**src/hw/pvf_regs.vh**
```
// Constants for the vector packet formatter: register map, field
// positions, reset values, type codes and range limits.
// Assumes inclusion by bare name from each design file that needs them.
`ifndef PVF_REGS_VH
`define PVF_REGS_VH

// ----------------------------------------------------------------------
// Register byte addresses
// ----------------------------------------------------------------------
`define PVF_ADDR_CTRL      8'h00
`define PVF_ADDR_VECTOR    8'h04
`define PVF_ADDR_MSGSTART  8'h08
`define PVF_ADDR_STATUS    8'h0c
`define PVF_ADDR_PACKET    8'h10

// ----------------------------------------------------------------------
// Control register fields
// ----------------------------------------------------------------------
`define PVF_CTRL_SEND      0
`define PVF_CTRL_LONG      1

// ----------------------------------------------------------------------
// Vector register fields
// ----------------------------------------------------------------------
`define PVF_VEC_POS_LSB    0
`define PVF_VEC_POS_MSB    6
`define PVF_VEC_PH_LSB     8
`define PVF_VEC_PH_MSB     9
`define PVF_VEC_TYPE_LSB   12
`define PVF_VEC_TYPE_MSB   14
`define PVF_VEC_CHK_LSB    16
`define PVF_VEC_CHK_MSB    19
`define PVF_VEC_CNT_LSB    20
`define PVF_VEC_CNT_MSB    26

// ----------------------------------------------------------------------
// Message start register fields
// ----------------------------------------------------------------------
`define PVF_MS_START_LSB   0
`define PVF_MS_START_MSB   6
`define PVF_MS_BITERR      8
`define PVF_MS_CHKFAIL     9

// ----------------------------------------------------------------------
// Status register fields
// ----------------------------------------------------------------------
`define PVF_ST_PENDING     0
`define PVF_ST_ALLFRAME    1
`define PVF_ST_INHIBIT     2
`define PVF_ST_BUSY        3
`define PVF_ST_FIRST_LSB   8
`define PVF_ST_FIRST_MSB   14

// ----------------------------------------------------------------------
// Reset values and bus answers
// ----------------------------------------------------------------------
`define PVF_RST_WORD       32'h0000_0000
`define PVF_RST_POS        7'h00
`define PVF_RESP_OKAY      2'h0
`define PVF_RESP_SLVERR    2'h2

// ----------------------------------------------------------------------
// Vector type codes
// ----------------------------------------------------------------------
`define PVF_TYPE_SECURE    3'h0
`define PVF_TYPE_NUM_STD   3'h3
`define PVF_TYPE_NUM_SPEC  3'h4
`define PVF_TYPE_ALPHA     3'h5
`define PVF_TYPE_HEXBIN    3'h6
`define PVF_TYPE_NUM_NMBR  3'h7

// ----------------------------------------------------------------------
// Value ranges
// ----------------------------------------------------------------------
`define PVF_POS_MIN        7'h02
`define PVF_POS_MAX        7'h57
`define PVF_START_MIN      7'h03
`define PVF_START_MAX      7'h57
`define PVF_CNT_MIN        7'h01
`define PVF_CNT_NUM_MAX    7'h08
`define PVF_CNT_ALN_MAX    7'h55
`define PVF_ONE7           7'h01

// ----------------------------------------------------------------------
// Link shifter
// ----------------------------------------------------------------------
`define PVF_BITS_LAST      5'h1f
`define PVF_BITS_ZERO      5'h00

`endif

```
**src/hw/pvf_pack.v**
```verilog
// Packet assembler: packs the vector fields into one 32-bit word.
// Assumes fields already checked and length already reduced by one.
`timescale 1ns/1ps
`include "pvf_regs.vh"

module pvf_pack (
    // Vector fields
    input  wire [6:0]  word_pos,
    input  wire        err_flag,
    input  wire [1:0]  phase,
    input  wire [2:0]  vtype,
    input  wire [3:0]  check_bits,
    input  wire [6:0]  len_m1,
    input  wire [6:0]  start_word,
    // Packed word, byte 3 in the top bits
    output wire [31:0] packet
);

    // ------------------------------------------------------------------
    // Layout selection
    // ------------------------------------------------------------------
    wire       numeric;
    wire [7:0] byte3;
    wire [7:0] byte2;
    wire [7:0] byte1;
    wire [7:0] byte0;

    // Numeric kinds carry check bits and a 3-bit length
    assign numeric = (vtype == `PVF_TYPE_NUM_STD) ||
                     (vtype == `PVF_TYPE_NUM_SPEC) ||
                     (vtype == `PVF_TYPE_NUM_NMBR);

    assign byte3 = {1'b0, word_pos};
    assign byte2 = {err_flag, phase, 2'b00, vtype};
    assign byte1 = numeric ? {2'b00, check_bits, len_m1[2:1]}
                           : {2'b00, len_m1[6:1]};
    assign byte0 = {len_m1[0], start_word};

    assign packet = {byte3, byte2, byte1, byte0};

endmodule

```
**src/hw/pvf_top.v**
```verilog
// Vector packet formatter: AXI4-Lite registers, packet build, serial out.
// Assumes mclk at 125 MHz; link clock and select arrive asynchronously.
//
// Summary of operation
// - Byte 3 is zero then word position; byte 2 error, phase, type.
// - Numeric byte 1 holds check bits and length top bits; byte 0 rest.
// - Word position field reports vector location, 2 to 87.
// - Error flag on bit errors, failed check, or invalid value.
// - Phase field encodes a to d as 0 to 3.
// - Length field holds word count minus one.
// - Long address first message word follows the vector word.
// - Start field gives message start word, 3 to 87.
// - Long address start field points to second message word.
// - Type 011 marks a standard numeric vector.
// - Type 100 marks special-format numeric; host formats it.
// - Type 111 marks a numbered numeric vector.
// - Non-numeric packets carry 7-bit length across bytes 1 and 0.
// - Types 000 secure, 101 alphanumeric, 110 hex/binary.
// - Bit errors set error flag and inhibit message words.
// - Non-numeric vector enters all-frame mode until host disables.
`timescale 1ns/1ps
`include "pvf_regs.vh"

module pvf_top (
    // Clock and reset
    input  wire        mclk,
    input  wire        rst,
    // AXI4-Lite write address
    input  wire [7:0]  s_awaddr,
    input  wire        s_awvalid,
    output reg         s_awready,
    // AXI4-Lite write data
    input  wire [31:0] s_wdata,
    input  wire [3:0]  s_wstrb,
    input  wire        s_wvalid,
    output reg         s_wready,
    // AXI4-Lite write response
    output reg  [1:0]  s_bresp,
    output reg         s_bvalid,
    input  wire        s_bready,
    // AXI4-Lite read address
    input  wire [7:0]  s_araddr,
    input  wire        s_arvalid,
    output reg         s_arready,
    // AXI4-Lite read data
    output reg  [31:0] s_rdata,
    output reg  [1:0]  s_rresp,
    output reg         s_rvalid,
    input  wire        s_rready,
    // Serial link to host
    input  wire        link_sclk,
    input  wire        link_sel_n,
    output reg         link_sdo,
    // Host packet decoder and message word path
    input  wire        all_frame_off,
    output reg         all_frame_mode,
    output reg         msg_inhibit
);

    // ------------------------------------------------------------------
    // Declarations
    // ------------------------------------------------------------------
    reg         aw_held;
    reg  [7:0]  aw_addr;
    reg         w_held;
    reg  [31:0] w_data;
    reg  [3:0]  w_strb;
    reg  [31:0] ctrl_reg;
    reg  [31:0] vec_reg;
    reg  [31:0] ms_reg;
    reg  [31:0] tx_word;
    reg         pending;
    reg  [6:0]  first_msg_pos;
    reg         sclk_s1;
    reg         sclk_s2;
    reg         sclk_s3;
    reg         sel_s1;
    reg         sel_s2;
    reg         sel_s3;
    reg  [31:0] shift_reg;
    reg  [4:0]  bit_cnt;
    reg         busy;
    reg         done_all;
    reg  [31:0] next_rdata;
    reg  [1:0]  next_rresp;

    wire        aw_take;
    wire        w_take;
    wire        ar_take;
    wire        wr_fire;
    wire [31:0] wmask;
    wire [6:0]  f_pos;
    wire [1:0]  f_phase;
    wire [2:0]  f_type;
    wire [3:0]  f_check;
    wire [6:0]  f_count;
    wire [6:0]  f_start;
    wire        f_biterr;
    wire        f_chkfail;
    wire        is_numeric;
    wire        type_ok;
    wire        value_bad;
    wire        err_flag;
    wire [6:0]  len_m1;
    wire [31:0] packet;
    wire        send_cmd;
    wire        sclk_fall;
    wire        sel_fall;
    wire        sel_rise;
    wire        sel_act;

    // ------------------------------------------------------------------
    // Bus handshakes
    // ------------------------------------------------------------------
    assign aw_take = s_awvalid & s_awready;
    assign w_take  = s_wvalid & s_wready;
    assign ar_take = s_arvalid & s_arready;
    assign wr_fire = aw_held & w_held & ~s_bvalid;
    assign wmask   = {{8{w_strb[3]}}, {8{w_strb[2]}},
                      {8{w_strb[1]}}, {8{w_strb[0]}}};

    // Write address and data capture, either order
    always @(posedge mclk) begin
        if (rst) begin
            aw_held   <= 1'b0;
            aw_addr   <= 8'h00;
            w_held    <= 1'b0;
            w_data    <= `PVF_RST_WORD;
            w_strb    <= 4'h0;
            s_awready <= 1'b0;
            s_wready  <= 1'b0;
        end else begin
            if (wr_fire) begin
                aw_held <= 1'b0;
            end else if (aw_take) begin
                aw_held <= 1'b1;
                aw_addr <= s_awaddr;
            end
            if (wr_fire) begin
                w_held <= 1'b0;
            end else if (w_take) begin
                w_held <= 1'b1;
                w_data <= s_wdata;
                w_strb <= s_wstrb;
            end
            s_awready <= ~(aw_take | (aw_held & ~wr_fire));
            s_wready  <= ~(w_take | (w_held & ~wr_fire));
        end
    end

    // Write response, error on unmapped or read-only address
    always @(posedge mclk) begin
        if (rst) begin
            s_bvalid <= 1'b0;
            s_bresp  <= `PVF_RESP_OKAY;
        end else if (wr_fire) begin
            s_bvalid <= 1'b1;
            if ((aw_addr == `PVF_ADDR_CTRL) ||
                (aw_addr == `PVF_ADDR_VECTOR) ||
                (aw_addr == `PVF_ADDR_MSGSTART)) begin
                s_bresp <= `PVF_RESP_OKAY;
            end else begin
                s_bresp <= `PVF_RESP_SLVERR;
            end
        end else if (s_bready) begin
            s_bvalid <= 1'b0;
        end
    end

    // ------------------------------------------------------------------
    // Software registers
    // ------------------------------------------------------------------
    // Byte-lane merge into writable registers
    always @(posedge mclk) begin
        if (rst) begin
            ctrl_reg <= `PVF_RST_WORD;
            vec_reg  <= `PVF_RST_WORD;
            ms_reg   <= `PVF_RST_WORD;
        end else if (wr_fire) begin
            if (aw_addr == `PVF_ADDR_CTRL) begin
                ctrl_reg <= (ctrl_reg & ~wmask) | (w_data & wmask);
            end
            if (aw_addr == `PVF_ADDR_VECTOR) begin
                vec_reg <= (vec_reg & ~wmask) | (w_data & wmask);
            end
            if (aw_addr == `PVF_ADDR_MSGSTART) begin
                ms_reg <= (ms_reg & ~wmask) | (w_data & wmask);
            end
        end
    end

    // Send strobe: a one written to the send bit of control
    assign send_cmd = wr_fire & (aw_addr == `PVF_ADDR_CTRL) &
                      w_strb[0] & w_data[`PVF_CTRL_SEND];

    // ------------------------------------------------------------------
    // Field extraction and checks
    // ------------------------------------------------------------------
    // vector word position
    assign f_pos     = vec_reg[`PVF_VEC_POS_MSB:`PVF_VEC_POS_LSB];
    assign f_phase   = vec_reg[`PVF_VEC_PH_MSB:`PVF_VEC_PH_LSB];
    assign f_type    = vec_reg[`PVF_VEC_TYPE_MSB:`PVF_VEC_TYPE_LSB];
    assign f_check   = vec_reg[`PVF_VEC_CHK_MSB:`PVF_VEC_CHK_LSB];
    assign f_count   = vec_reg[`PVF_VEC_CNT_MSB:`PVF_VEC_CNT_LSB];
    assign f_start   = ms_reg[`PVF_MS_START_MSB:`PVF_MS_START_LSB];
    assign f_biterr  = ms_reg[`PVF_MS_BITERR];
    assign f_chkfail = ms_reg[`PVF_MS_CHKFAIL];

    assign is_numeric = (f_type == `PVF_TYPE_NUM_STD) ||
                        (f_type == `PVF_TYPE_NUM_SPEC) ||
                        (f_type == `PVF_TYPE_NUM_NMBR);
    assign type_ok = is_numeric ||
                     (f_type == `PVF_TYPE_SECURE) ||
                     (f_type == `PVF_TYPE_ALPHA) ||
                     (f_type == `PVF_TYPE_HEXBIN);

    // Values outside their documented ranges count as invalid
    assign value_bad = ~type_ok ||
                       (f_pos < `PVF_POS_MIN) ||
                       (f_pos > `PVF_POS_MAX) ||
                       (f_start < `PVF_START_MIN) ||
                       (f_start > `PVF_START_MAX) ||
                       (f_count < `PVF_CNT_MIN) ||
                       (is_numeric && (f_count > `PVF_CNT_NUM_MAX)) ||
                       (!is_numeric && (f_count > `PVF_CNT_ALN_MAX));

    assign err_flag = f_biterr | f_chkfail | value_bad;

    assign len_m1 = f_count - `PVF_ONE7;

    // Packet assembly
    pvf_pack u_pack (
        .word_pos   (f_pos),
        .err_flag   (err_flag),
        .phase      (f_phase),
        .vtype      (f_type),
        .check_bits (f_check),
        .len_m1     (len_m1),
        .start_word (f_start),
        .packet     (packet)
    );

    // ------------------------------------------------------------------
    // Packet latch and vector side effects
    // ------------------------------------------------------------------
    // Latch packet on send; shifter completion clears pending
    always @(posedge mclk) begin
        if (rst) begin
            tx_word       <= `PVF_RST_WORD;
            pending       <= 1'b0;
            msg_inhibit   <= 1'b0;
            first_msg_pos <= `PVF_RST_POS;
        end else if (send_cmd) begin
            tx_word     <= packet;
            pending     <= 1'b1;
            // no message words after bit errors
            msg_inhibit <= f_biterr;
            // long address first word follows vector
            if (ctrl_reg[`PVF_CTRL_LONG]) begin
                first_msg_pos <= f_pos + `PVF_ONE7;
            end else begin
                first_msg_pos <= f_start;
            end
        end else if (done_all) begin
            pending <= 1'b0;
        end
    end

    // all-frame mode set on non-numeric, set wins
    always @(posedge mclk) begin
        if (rst) begin
            all_frame_mode <= 1'b0;
        end else if (send_cmd && type_ok && !is_numeric) begin
            all_frame_mode <= 1'b1;
        end else if (all_frame_off) begin
            all_frame_mode <= 1'b0;
        end
    end

    // ------------------------------------------------------------------
    // Link input synchronisers
    // ------------------------------------------------------------------
    // Two stages, third only for edge finding
    always @(posedge mclk) begin
        if (rst) begin
            sclk_s1 <= 1'b0;
            sclk_s2 <= 1'b0;
            sclk_s3 <= 1'b0;
            sel_s1  <= 1'b1;
            sel_s2  <= 1'b1;
            sel_s3  <= 1'b1;
        end else begin
            sclk_s1 <= link_sclk;
            sclk_s2 <= sclk_s1;
            sclk_s3 <= sclk_s2;
            sel_s1  <= link_sel_n;
            sel_s2  <= sel_s1;
            sel_s3  <= sel_s2;
        end
    end

    assign sclk_fall = sclk_s3 & ~sclk_s2;
    assign sel_fall  = sel_s3 & ~sel_s2;
    assign sel_rise  = ~sel_s3 & sel_s2;
    assign sel_act   = ~sel_s2;

    // ------------------------------------------------------------------
    // Serial shifter, byte 3 first, most significant bit first
    // ------------------------------------------------------------------
    // Data changes on falling link clock; host samples on rising
    always @(posedge mclk) begin
        if (rst) begin
            shift_reg <= `PVF_RST_WORD;
            bit_cnt   <= `PVF_BITS_ZERO;
            busy      <= 1'b0;
            done_all  <= 1'b0;
            link_sdo  <= 1'b0;
        end else begin
            done_all <= 1'b0;
            if (sel_fall) begin
                shift_reg <= pending ? tx_word : `PVF_RST_WORD;
                link_sdo  <= pending ? tx_word[31] : 1'b0;
                bit_cnt   <= `PVF_BITS_ZERO;
                busy      <= pending;
            end else if (sel_rise) begin
                busy     <= 1'b0;
                link_sdo <= 1'b0;
            end else if (sel_act && sclk_fall && busy) begin
                if (bit_cnt == `PVF_BITS_LAST) begin
                    busy     <= 1'b0;
                    done_all <= 1'b1;
                    link_sdo <= 1'b0;
                end else begin
                    shift_reg <= {shift_reg[30:0], 1'b0};
                    link_sdo  <= shift_reg[30];
                    bit_cnt   <= bit_cnt + 5'h01;
                end
            end
        end
    end

    // ------------------------------------------------------------------
    // Read path
    // ------------------------------------------------------------------
    // Read mux, error on unmapped address
    always @* begin
        next_rdata = `PVF_RST_WORD;
        next_rresp = `PVF_RESP_OKAY;
        case (s_araddr)
            `PVF_ADDR_CTRL: begin
                next_rdata = ctrl_reg;
            end
            `PVF_ADDR_VECTOR: begin
                next_rdata = vec_reg;
            end
            `PVF_ADDR_MSGSTART: begin
                next_rdata = ms_reg;
            end
            `PVF_ADDR_STATUS: begin
                next_rdata[`PVF_ST_PENDING] = pending;
                next_rdata[`PVF_ST_ALLFRAME] = all_frame_mode;
                next_rdata[`PVF_ST_INHIBIT] = msg_inhibit;
                next_rdata[`PVF_ST_BUSY] = busy;
                next_rdata[`PVF_ST_FIRST_MSB:`PVF_ST_FIRST_LSB] =
                    first_msg_pos;
            end
            `PVF_ADDR_PACKET: begin
                next_rdata = tx_word;
            end
            default: begin
                next_rresp = `PVF_RESP_SLVERR;
            end
        endcase
    end

    // Read channel, one outstanding read
    always @(posedge mclk) begin
        if (rst) begin
            s_arready <= 1'b0;
            s_rvalid  <= 1'b0;
            s_rdata   <= `PVF_RST_WORD;
            s_rresp   <= `PVF_RESP_OKAY;
        end else begin
            if (ar_take) begin
                s_rvalid <= 1'b1;
                s_rdata  <= next_rdata;
                s_rresp  <= next_rresp;
            end else if (s_rready) begin
                s_rvalid <= 1'b0;
            end
            s_arready <= ~ar_take & ~(s_rvalid & ~s_rready);
        end
    end

endmodule

```
**config.mk**
```make
export PLATFORM = sky130hd
export DESIGN_NAME = pvf_top
export DESIGN_NICKNAME = d
export VERILOG_FILES = /design/src/hw/pvf_pack.v /design/src/hw/pvf_top.v
export VERILOG_INCLUDE_DIRS = /design/src /design/src/hw
export SDC_FILE = /design/constraint.sdc
export NUM_CORES = 1
export LEC_CHECK = 0
export BUFFER_PORTS_ARGS = -buffer_cell sky130_fd_sc_hd__buf_2
export CAP_MARGIN = 10
export CORE_ASPECT_RATIO = 0.5
export CORE_MARGIN = 2
export CORE_UTILIZATION = 50
export CTS_CLUSTER_DIAMETER = 200
export DETAILED_ROUTE_END_ITERATION = 7
export PLACE_DENSITY = 0.77
export SLEW_MARGIN = 20
export SYNTH_ARGS = -nofsm -noshare
export SYNTH_HDL_FRONTEND = slang
export SYNTH_HIERARCHICAL = 1
export SYNTH_SLANG_ARGS = --single-unit
export TNS_END_PERCENT = 5
```
**constraint.sdc**
```tcl
create_clock -name mclk -period 3.2 [get_ports mclk]
set_clock_uncertainty 0.15 [all_clocks]
set_input_delay 0.32 -clock mclk [delete_from_list [all_inputs] [get_ports mclk]]
set_output_delay 0.32 -clock mclk [all_outputs]
set_load 0.05 [all_outputs]
```
* Word level (Yosys, flattened, before mapping)
Index checks and enable logic that the tools add are counted.
Storage, ports and cells: register bits after elaboration 267, logic and storage cells 170
Cells by class: add/subtract/negate cells 3, order comparisons 7, eq/ne operators 14, mux-type cells 30, bitwise gates (word level) 41, reduce and logical (&&, ||, !) cells 43
Operator list (number):
- two-way mux 31 bit | 5
- bitwise AND 32 bit | 4
- bitwise OR 32 bit | 3
- one-hot mux 17 bit (4 select lines) | 1
- one-hot mux 7 bit (5 select lines) | 1
- inverter 32 bit | 1
- equality test 8 x 4 -> 1 bit, second input constant | 3
- > comparator 7 bit, second input constant | 3
- one-hot mux 4 bit (5 select lines) | 1
- two-way mux 1 bit | 17
- equality test 8 x 3 -> 1 bit, second input constant | 2
- logical NOT 8 bit | 2
- one-hot mux 4 bit (4 select lines) | 1
- bitwise AND 1 bit | 15
- logical OR 1 bit | 14
- less-than comparator 7 x 2 -> 1 bit, second input constant | 2
- inverter 1 bit | 14
- equality test 3 bit, second input constant | 4
- AND reduction 2 bit | 6
- nonzero test 2 bit | 5
- equality test 8 x 5 -> 1 bit, second input constant | 1
- adder 7 x 1 -> 7 bit, second input constant | 1
- > comparator 7 x 4 -> 1 bit, second input constant | 1
- less-than comparator 7 x 1 -> 1 bit, second input constant | 1
- other kinds (17) | 30

* Longest topological paths before layout
Gate-level depths: netlist (run 1).
depth after elaboration 15, gate-level depth with buffers 9

* By module
The synthesis (run 1) kept the hierarchy.
By module, submodules not included:
- pvf_top | times used 1, cells each 1261, area an instance 11537.3 sq um, seq. area each 5365.1 sq um
- pvf_pack | times used 1, cells each 35, area an instance 280.3 sq um, seq. area each 0.0 sq um

* Worst setup path after synthesis (run 1)
No wires, ideal clock.
path type register to register, start point register s_bvalid, end point register with a tool-made name, data arrival time 2039 ps, required time 2922 ps, path slack 883 ps, stages on the path, launching flop included 6, cells stage by stage dfxtp_1 nand3b_2 buf_2 nor4_4 mux2i_1 nor2_1
RTL lines:
- start: declaration | line pvf_top.v:39 | output reg s_bvalid,
- start signal: assignment | line pvf_top.v:154 | s_bvalid <= 1'b0;
- start signal: assignment | line pvf_top.v:157 | s_bvalid <= 1'b1;
- start signal: assignment | line pvf_top.v:166 | s_bvalid <= 1'b0;

* Worst setup path in the final report (run 1)
start point register bit_cnt[0], end point register shift_reg[16]
Between the ends: word-level cells in the longest chain between the ends 3
Ends and longest elaborated chain:
- start: declaration | line pvf_top.v:81 | reg [4:0] bit_cnt;
- start signal: assignment | line pvf_top.v:314 | bit_cnt <= `PVF_BITS_ZERO;
- start signal: assignment | line pvf_top.v:323 | bit_cnt <= `PVF_BITS_ZERO;
- start signal: assignment | line pvf_top.v:336 | bit_cnt <= bit_cnt + 5'h01;
- equality test 5 bit (no source line)
- != test 2 bit (no source line)
- AND reduction 3 bit (no source line)
- end signal: assignment | line pvf_top.v:313 | shift_reg <= `PVF_RST_WORD;
- end signal: assignment | line pvf_top.v:321 | shift_reg <= pending ? tx_word : `PVF_RST_WORD;
- end signal: assignment | line pvf_top.v:334 | shift_reg <= {shift_reg[30:0], 1'b0};
- end: declaration | line pvf_top.v:80 | reg [31:0] shift_reg;
No other way between the ends. A chain may end at the register's enable or synchronous reset.

==> results of run 1 <==
-- stage by stage --
stage	utilization (%)	hold WS, ns	setup slack [ns]	power [mW]	area (µm²)
floorplan	-	0.239	0.883	3.83	11800
global placement	53.6	0.248	0.810	3.94	12300
detailed placement	53.6	0.245	0.669	3.95	12300
CTS	59.6	0.0331	0.642	7.08	13700
global route	59.6	0.0708	0.441	7.28	13700
finish	59.6	0.0399	0.624	7.07	13700
-- cell families (layout without fill, tap and decap cells) --
logic type / Yosys count / in the layout / synth area share (%)
multiplexers: 178 / 178 / 15.3
flip-flops: 268 / 268 / 45.4
other: 2 / 7 / 0.0635
AO/OA/AOI/OAI: 220 / 220 / 12.5
buffers and inverters: 131 / 228 / 5.26
adder cells (fa/ha/maj): 8 / 8 / 0.826
XOR/XNOR: 12 / 12 / 0.889
AND/OR/NAND/NOR: 477 / 477 / 19.8
-- metal layers --
metal	GRT usage [%]	vias to the layer above	wire length, µm
met5	0	-	0
met4	7.69	0	884
met3	4.78	64	2880
met2	40.5	420	14200
met1	35.2	4723	14100
li1	-	4698	-
-- cell usage after synthesis, types with 7 or more instances --
library cell	n
a21oi_1	68
nand3_1	42
nand2b_1	37
a31oi_1	10
a32oi_1	7
dfxtp_1	268
nor3_1	18
inv_1	9
mux2i_1	160
clkbuf_1	81
ha_1	7
buf_4	30
o21ai_0	35
nor2_1	181
a22oi_1	24
o22a_1	20
nor4_4	8
buf_2	8
xor2_1	8
mux2_2	14
nand2_1	125
nand3b_1	10
nor2b_1	9
a311oi_1	31
-- critical path: stages (launching register included) --
cell and delay (ns):
dfxtp_1 0.33, ha_1 0.22, and3_1 0.19, ha_1 0.21
or2_2 0.34, o21ai_4 0.12, buf_4 0.50, nor2_1 0.08
a311oi_1 0.30
-- worst max-delay path by stage --
stage	startpoint	end	slack [ns]	cells past startpoint
floorplan	s_bvalid$_SDFFE_PP0P_	register	0.88	5
global placement	bit_cnt[0]$_SDFFE_PP0P_	shift_reg[16]$_SDFFE_PP0P_	0.81	8
detailed placement	bit_cnt[0]$_SDFFE_PP0P_	shift_reg[16]$_SDFFE_PP0P_	0.67	8
CTS	bit_cnt[0]$_SDFFE_PP0P_	shift_reg[16]$_SDFFE_PP0P_	0.64	8
global route	bit_cnt[0]$_SDFFE_PP0P_	shift_reg[16]$_SDFFE_PP0P_	0.44	8
finish	bit_cnt[0]$_SDFFE_PP0P_	shift_reg[16]$_SDFFE_PP0P_	0.62	8
-- what timing repair did --
item | 4_1_cts | 5_1_grt
hold endpoints to repair | 55 | 0
hold buffers | 52 | 0
resized for setup | 0 | 0
-- layout make-up --
class,count,share of cell area [%]
repair buffers,174,8.74
well taps,307,2.80
inverters,9,0.247
clock inverters,12,1.27
flip-flops and latches,268,39.1
clock buffers,33,5.00
multi-input cells,902,42.8
-- power by group through the flow --
| stage | combinational, mW | sequential, mW | clock (mW) |
|---|---|---|---|
| final | 0.482 | 3.46 | 3.13 |
| after global routing | 0.521 | 3.46 | 3.30 |
| after CTS | 0.473 | 3.45 | 3.16 |
| after detailed placement | 0.423 | 3.53 | 0 |
| after global placement | 0.412 | 3.53 | 0 |
| after floorplan | 0.276 | 3.55 | 0 |
==> impl_metrics.tcl, run 1 <==
set metrics [dict create \
    status "finished, final reports clean" \
    cts_tree "yes" \
    cts-root-buf "clkbuf_16" \
    nFillCells 1839 \
    path_max_fanout 61 \
    antenna_cells 0 \
    r2r-end "shift_reg[16]$_SDFFE_PP0P_" \
    cp-end-kind "register" \
    start_util_pct 51.4 \
    die_h_um 113 \
    drc 0 \
    grt_pass1_wl_mm 51.3 \
    fp-row-count 39 \
    area_delta_synth_final_pct 16.0 \
    yosys.area.top_type_share_pct 45.4 \
    core_area_um2 23000 \
    p_sw_mw 1.66 \
    hold_end "tx_word[14]$_SDFFE_PP0P_" \
    hold_viol 0 \
    dpl.hpwl_mm 21.0 \
    maxCapViolCount 0 \
    clk_pin_slew_ns 0.06 \
    routed_wl_mm 32.1 \
    drive_above_1_share_pct 14.2 \
    power_frac_clock_pct 44.3 \
    final_cells 1705 \
    clock-sinks 268 \
    post_drt_wl_per_cell_um 18.8 \
    tightest_slew_ns 1.05 \
    grtUsageTotal_pct 25.4 \
    final_cell_mix "dfxtp_1 (268), nor2_1 (181), mux2i_1 (160)" \
    min_period_ns 2.58 \
    max_slew_margin_pct 30.1 \
    drtIter0Drc 1026 \
    netlist_top_cells_area "dfxtp_1 (45%), mux2i_1 (14%), nor2_1 (5.7%)" \
    peakVddDrop_uv 385 \
    layout_worst_path_cycle_share_pct 80.5 \
    start_kind "register" \
    hold_depth 2 \
    gr-total-overflow 0 \
    timing.rr.start "bit_cnt[0]$_SDFFE_PP0P_" \
    ys_seq_elements 268 \
    rrSetupSlack_ns 0.62 \
    grt_max_degree 180 \
    layout_commonest_cell "dfxtp_1" \
    power.density_nw_per_um2 516 \
    multiInputGateArea_um2 5860 \
    antenna_found_initial 0 \
    place.gp.congestion 0.910 \
    fmax_mhz 388 \
    syn_inst 1296 \
    netlist_area_um2 11800 \
    h-tree-depth 1 \
    worst_ep_required_time_ns 3.47 \
    dp_cells 1608 \
    vias 9905 \
    final-setup-viol-count 0 \
    register_area_um2 5370 \
    swShare_pct 23.4 \
    ys_seq_area_share_pct 45.4 \
    synth_top_cell_by_area "dfxtp_1" \
    pwr-share-seq_pct 48.9 \
    avgSynthCellArea_um2 9.12 \
    r2r_cells 8 \
    dieArea_um2 25000 \
    grt_pass1_vias 9606 \
    clock_latency_ns 0.52 \
    cts_buffers 25 \
    ios 106 \
    synth-main-ff-cell "dfxtp_1" \
    hold_path.class "in2reg" \
    post-cts-setup-buffers 0 \
    intPower_mw 5.41 \
    antenna_left 0 \
    portBuffers 103 \
    rsz0062_at_grt "false" \
    slew_viol_final 0 \
    p_leak_nw 5.07 \
    tns_ns 0 \
    cp_data_arrival_time_ns 2.85 \
    die_x_um 221 \
    comb_power_share_pct 6.8 \
    async_reset_ff_share_pct 0 \
    clockBufferDepth 3 \
    layout.nets 1449 \
    synth_edf_count 0 \
    ys_warn_count 6 \
    first_pass_iters 5 \
    viasPerCell 5.81 \
    path_class "reg2reg" \
    min-delay-start "rst" \
    synthDistinctLibCells 62 \
]
Power figures use the tool's default switching activity.
==> run 2: changes to the inputs <==
- clock period: 3.2 -> 2.5 ns (I/O delays scaled with it)
==> run 2 against run 1 <==
Sequential share of layout area fell by 0.54 points. Routed wire length barely moved. Highest routed layer unchanged. Core utilization rose by 0.83 points. Critical path type unchanged.
==> impl_metrics.tcl, run 2 (same netlist as run 1, synthesis figures left out) <==
set metrics [dict create \
    ios 106 \
    post-cts-setup-buffers 0 \
    max_slew_margin_pct 50.4 \
    swShare_pct 23.6 \
    layout.nets 1471 \
    met2_usage_pct 38.9 \
    rrSetupSlack_ns 0.17 \
    grt_max_degree 153 \
    antenna_found_initial 1 \
    gr-total-overflow 0 \
    power.density_nw_per_um2 642 \
    grt_pass1_wl_mm 50.6 \
    drive_above_1_share_pct 15.2 \
    die_h_um 113 \
    hold_depth 4 \
    antenna_cells 0 \
    status "finished, final reports clean" \
    place.gp.congestion 0.957 \
    pwr-share-seq_pct 49.6 \
    p_sw_mw 2.10 \
    critical_path_buf_inv_count 1 \
    fin_util_pct 60.5 \
    min_period_ns 2.33 \
    maxCapViolCount 0 \
    comb_power_share_pct 7.2 \
    tightest_slew_ns 0.745 \
    fp-row-count 39 \
    cp_common_cell "ha_1" \
    peakVddDrop_uv 397 \
    area_delta_synth_final_pct 17.6 \
    clk_pin_slew_ns 0.07 \
    cp_top_family "simple AND/OR/NAND/NOR gates" \
    intPower_mw 6.82 \
    layout_worst_path_cycle_share_pct 93.0 \
    cts_tree "yes" \
    vias 9991 \
    hold_path.class "in2reg" \
    dpl.hpwl_mm 21.6 \
    layout_commonest_cell "dfxtp_1" \
    clock_latency_ns 0.53 \
    path_class "reg2reg" \
    fmax_mhz 430 \
    hold_viol 0 \
    critPathSlowestCell "dfxtp_1" \
    portBuffers 103 \
    post_drt_wl_per_cell_um 18.6 \
    use_met1_pct 35.6 \
    hold_end "s_rdata[3]$_SDFFE_PP0P_" \
    grt_pass1_vias 9436 \
    grt_most_used_layer "met2" \
    path_cells "ha_1 -> and3_1 -> ha_1 -> or2_2 -> o21ai_4 -> buf_12 -> nor2_1 -> a311oi_1" \
    worst_ep_required_time_ns 2.77 \
    start_kind "register" \
    tns_ns 0 \
    path_max_fanout 61 \
    clockBufferDepth 3 \
    h-tree-depth 1 \
    die_x_um 221 \
    first_pass_iters 5 \
    r2r-end "shift_reg[27]$_SDFFE_PP0P_" \
    slowest_delay_ns 0.34 \
    drtIter0Drc 1061 \
    dieArea_um2 25000 \
    routed_wl_mm 32.1 \
    final_cell_mix "dfxtp_1 (268), nor2_1 (181), mux2i_1 (160)" \
    cp-end-kind "register" \
    start_util_pct 51.4 \
    drc 0 \
    nFillCells 1858 \
    postCtsResizedCells 0 \
    final-setup-viol-count 0 \
    antenna_left 0 \
    cts_buffers 25 \
    grtUsageTotal_pct 25.0 \
    cp_data_arrival_time_ns 2.59 \
    core_area_um2 23000 \
    slew_viol_final 0 \
    rsz0062_at_grt "false" \
    cts-root-buf "clkbuf_16" \
    p_leak_nw 5.17 \
    timing.rr.start "bit_cnt[0]$_SDFFE_PP0P_" \
    use_met3_pct 4.54 \
    clock-sinks 268 \
    power_frac_clock_pct 43.3 \
    viasPerCell 5.80 \
    min-delay-start "s_araddr[0]" \
    r2r_cells 8 \
]
[run 2: worst max-delay path by stage]
| stage | from | endpoint | slack, ns | depth (start not counted) |
|---|---|---|---|---|
| 6_report | bit_cnt[0]$_SDFFE_PP0P_ | shift_reg[27]$_SDFFE_PP0P_ | 0.17 | 8 |
| 5_1_grt | bit_cnt[0]$_SDFFE_PP0P_ | shift_reg[27]$_SDFFE_PP0P_ | 0.02 | 8 |
| 3_5_place_dp | bit_cnt[0]$_SDFFE_PP0P_ | shift_reg[15]$_SDFFE_PP0P_ | 0.19 | 8 |
| 4_1_cts | bit_cnt[0]$_SDFFE_PP0P_ | shift_reg[15]$_SDFFE_PP0P_ | 0.16 | 8 |
| 3_3_place_gp | bit_cnt[0]$_SDFFE_PP0P_ | shift_reg[5]$_SDFFE_PP0P_ | 0.33 | 8 |
| 2_1_floorplan | s_bvalid$_SDFFE_PP0P_ | register | 0.18 | 5 |
[run 2: area by class of cell]
cell class                      count  area (µm²)  area share (%)
Timing Repair Buffer              196        1430            10.3
Clock buffer                       37         731            5.26
Clock inverter                      5        90.1           0.648
Sequential cell                   268        5370            38.6
Multi-Input combinational cell    902        5860            42.2
Inverter                            9        33.8           0.243
Tap cell                          307         384            2.76
[run 2: power groups by stage]
stage / registers (mW) / logic (mW) / clock network (mW)
5_1_grt: 4.43 / 0.690 / 4.05
3_5_place_dp: 4.52 / 0.563 / 0
2_1_floorplan: 4.54 / 0.353 / 0
3_3_place_gp: 4.51 / 0.550 / 0
4_1_cts: 4.42 / 0.628 / 3.88
6_report: 4.42 / 0.638 / 3.86
[run 2: per-stage QoR]
stage	area [µm²]	setup WS [ns]	instances	hold WS, ns	power, mW
3_5_place_dp	12500	0.188	1629	0.257	5.08
5_1_grt	13900	0.0165	1724	0.0872	9.17
2_1_floorplan	11800	0.183	1301	0.204	4.90
6_report	13900	0.174	1724	0.0388	8.92
4_1_cts	13900	0.157	1724	0.0316	8.93
3_3_place_gp	12500	0.328	1629	0.245	5.06
[run 2: worst register-to-register path, cell delays in order, from the launching register on]
cell	delay, ns
dfxtp_1	0.34
ha_1	0.21
and3_1	0.18
ha_1	0.21
or2_2	0.34
o21ai_4	0.15
buf_12	0.27
nor2_1	0.07
a311oi_1	0.29
[run 2: metal layers]
| metal | vias up | part of all wire, % |
|---|---|---|
| met5 | - | 0 |
| met4 | 0 | 2.6 |
| met3 | 69 | 7.9 |
| met2 | 405 | 43 |
| met1 | 4782 | 46 |
| li1 | 4735 | - |
[run 2: repair_timing]
item | 4_1_cts | 5_1_grt
hold buffers | 53 | 0
setup endpoints to repair | 0 | 0
hold endpoints to repair | 60 | 0
==> run 3: changes to the inputs <==
- ABC_AREA: unset -> 1
==> run 3 against run 2 <==
Flip-flop and latch count unchanged. Routed wire length up 4.0%. Largest power group unchanged. Sequential power about the same. Non-clock buffer count down 13. Largest cell class is now registers. Register-to-register slack better by 0.17 ns.
==> impl_metrics.tcl, run 3 <==
set metrics [dict create \
    status "finished, final reports clean" \
    nFillCells 2120 \
    clk_pin_slew_ns 0.07 \
    synth_edf_count 0 \
    cts_tree "yes" \
    ys_seq_elements 268 \
    critPathSlowestCell "nand3_1" \
    fp-row-count 39 \
    final-setup-viol-count 0 \
    first_pass_iters 5 \
    layout_worst_path_cycle_share_pct 86.3 \
    critical_path_buf_inv_count 1 \
    avgSynthCellArea_um2 7.10 \
    hold_viol 0 \
    tightest_slew_ns 0.622 \
    netlist_top_cells_count "nand2_1 (332), dfxtp_1 (268), a21oi_1 (227)" \
    top_layer "met4" \
    antenna_left 0 \
    dieArea_um2 25100 \
    core_area_um2 23100 \
    whs_ns 0.139 \
    tns_ns 0 \
    cp_top_family "simple AND/OR/NAND/NOR gates" \
    grt_pass1_vias 10200 \
    ys_warn_count 6 \
    ys_seq_area_share_pct 45.1 \
    post-cts-setup-buffers 0 \
    path_cells "inv_2 -> nor3_4 -> nand3_1 -> o21ai_0 -> a21oi_1" \
    start_util_pct 51.6 \
    worst_ep_required_time_ns 2.75 \
    antenna_cells 0 \
    drtIter0Drc 1122 \
    netlist_top_cells_area "dfxtp_1 (45%), nand2_1 (10%), a21oi_1 (9.5%)" \
    final_cell_mix "nand2_1 (332), dfxtp_1 (268), a21oi_1 (227)" \
    routed_wl_mm 33.4 \
    h-tree-depth 1 \
    post_drt_wl_per_cell_um 16.0 \
    synthDistinctLibCells 35 \
    max_slew_margin_pct 58.4 \
    portBuffers 103 \
    dpl.hpwl_mm 22.2 \
    grtUsageTotal_pct 26.2 \
    path_class "reg2reg" \
    clockBufferDepth 3 \
    cts_buffers 23 \
    layout_commonest_cell "nand2_1" \
    slowest_delay_ns 0.56 \
    antenna_found_initial 0 \
    area_delta_synth_final_pct 14.9 \
    ios 106 \
    syn_inst 1677 \
    vias 11200 \
    clock-sinks 268 \
    dr_wl_met2_mm 14.0 \
    rsz0062_at_grt "false" \
    gr-total-overflow 0 \
    slew_viol_final 0 \
    grt_pass1_wl_mm 53.3 \
    final_cell_area_um2 13700 \
    yosys.area.top_type_share_pct 45.1 \
    wl_met3_mm 3.30 \
    drc 0 \
    maxCapViolCount 0 \
    synth_top_cell_by_area "dfxtp_1" \
    drive_above_1_share_pct 11.2 \
    cp-end-kind "register" \
    start_kind "register" \
    power.density_nw_per_um2 644 \
    p_leak_nw 5.41 \
    async_reset_ff_share_pct 0 \
    layout.nets 1830 \
    synth-main-ff-cell "dfxtp_1" \
    die_h_um 113 \
    hold_path.class "in2reg" \
    grt_max_degree 109 \
    die_x_um 222 \
    placed_area_um2 12400 \
    viasPerCell 5.38 \
    postCtsResizedCells 0 \
    min_period_ns 2.16 \
    drt-met1-wl_mm 15.3 \
    cts-root-buf "clkbuf_16" \
    synth_most_common_cell "nand2_1" \
    peakVddDrop_uv 396 \
    clock_latency_ns 0.53 \
    place.gp.congestion 0.906 \
    power_mw 8.80 \
    fmax_mhz 464 \
    cp_data_arrival_time_ns 2.41 \
    netlist_area_um2 11900 \
    path_max_fanout 16 \
]
[run 3: worst paths after layout]
path	to	depth (start not counted)	slack (ns)	from
max	register	5	0.34	w_held$_SDFFE_PP0P_
min	sclk_s2$_SDFF_PP0_	3	0.14	rst
max reg2reg	register	5	0.34	w_held$_SDFFE_PP0P_
min reg2reg	sclk_s2$_SDFF_PP0_	2	0.26	sclk_s1$_SDFF_PP0_
[run 3: through the flow]
step                worst slack, ns  utilization (%)  instances
global placement              0.469             53.6       1991
detailed placement            0.362             53.6       1991
finish                        0.344             59.3       2085
CTS                           0.358             59.3       2085
global route                  0.122             59.3       2085
floorplan                     0.642                -       1682
[run 3: worst min-delay path: stages]
cell	delay, ns
buf_4	0.13
buf_12	0.24
nor2_1	0.14
[run 3: timing repair]
item | CTS | global route
setup endpoints to repair | 0 | 0
hold endpoints to repair | 54 | 0
hold buffers | 52 | 0
[run 3: where the power goes]
part / total, mW / switching [mW] / internal [mW]
clock network: 3.74 / 1.62 / 2.12
logic: 0.625 / 0.404 / 0.222
registers: 4.44 / 0.0853 / 4.35
total: 8.80 / 2.11 / 6.69
[run 3: kinds of logic after synthesis]
group	synth area share [%]
compound gates	19.3
xor+xnor	0.221
fa+ha+maj	0.736
buf+inv	11.6
flops	45.1
other cells	0.0631
simple gates	23.0
[run 3: metal layers]
metal  vias to the layer above  global-route usage (%)
met1                      5112                    38.6
met4                         0                    7.39
met3                        59                    4.96
met2                       472                    39.2
li1                       5574                       -
met5                         -                       0
[run 3: final cells by class]
type / count / area, µm² / area share [%]
clock buffers: 34 / 687 / 5.02
flip-flops and latches: 268 / 5370 / 39.2
well taps: 307 / 384 / 2.81
repair buffers: 183 / 1310 / 9.59
inverters: 176 / 662 / 4.84
clock inverters: 8 / 96.3 / 0.704
multi-input cells: 1109 / 5170 / 37.8
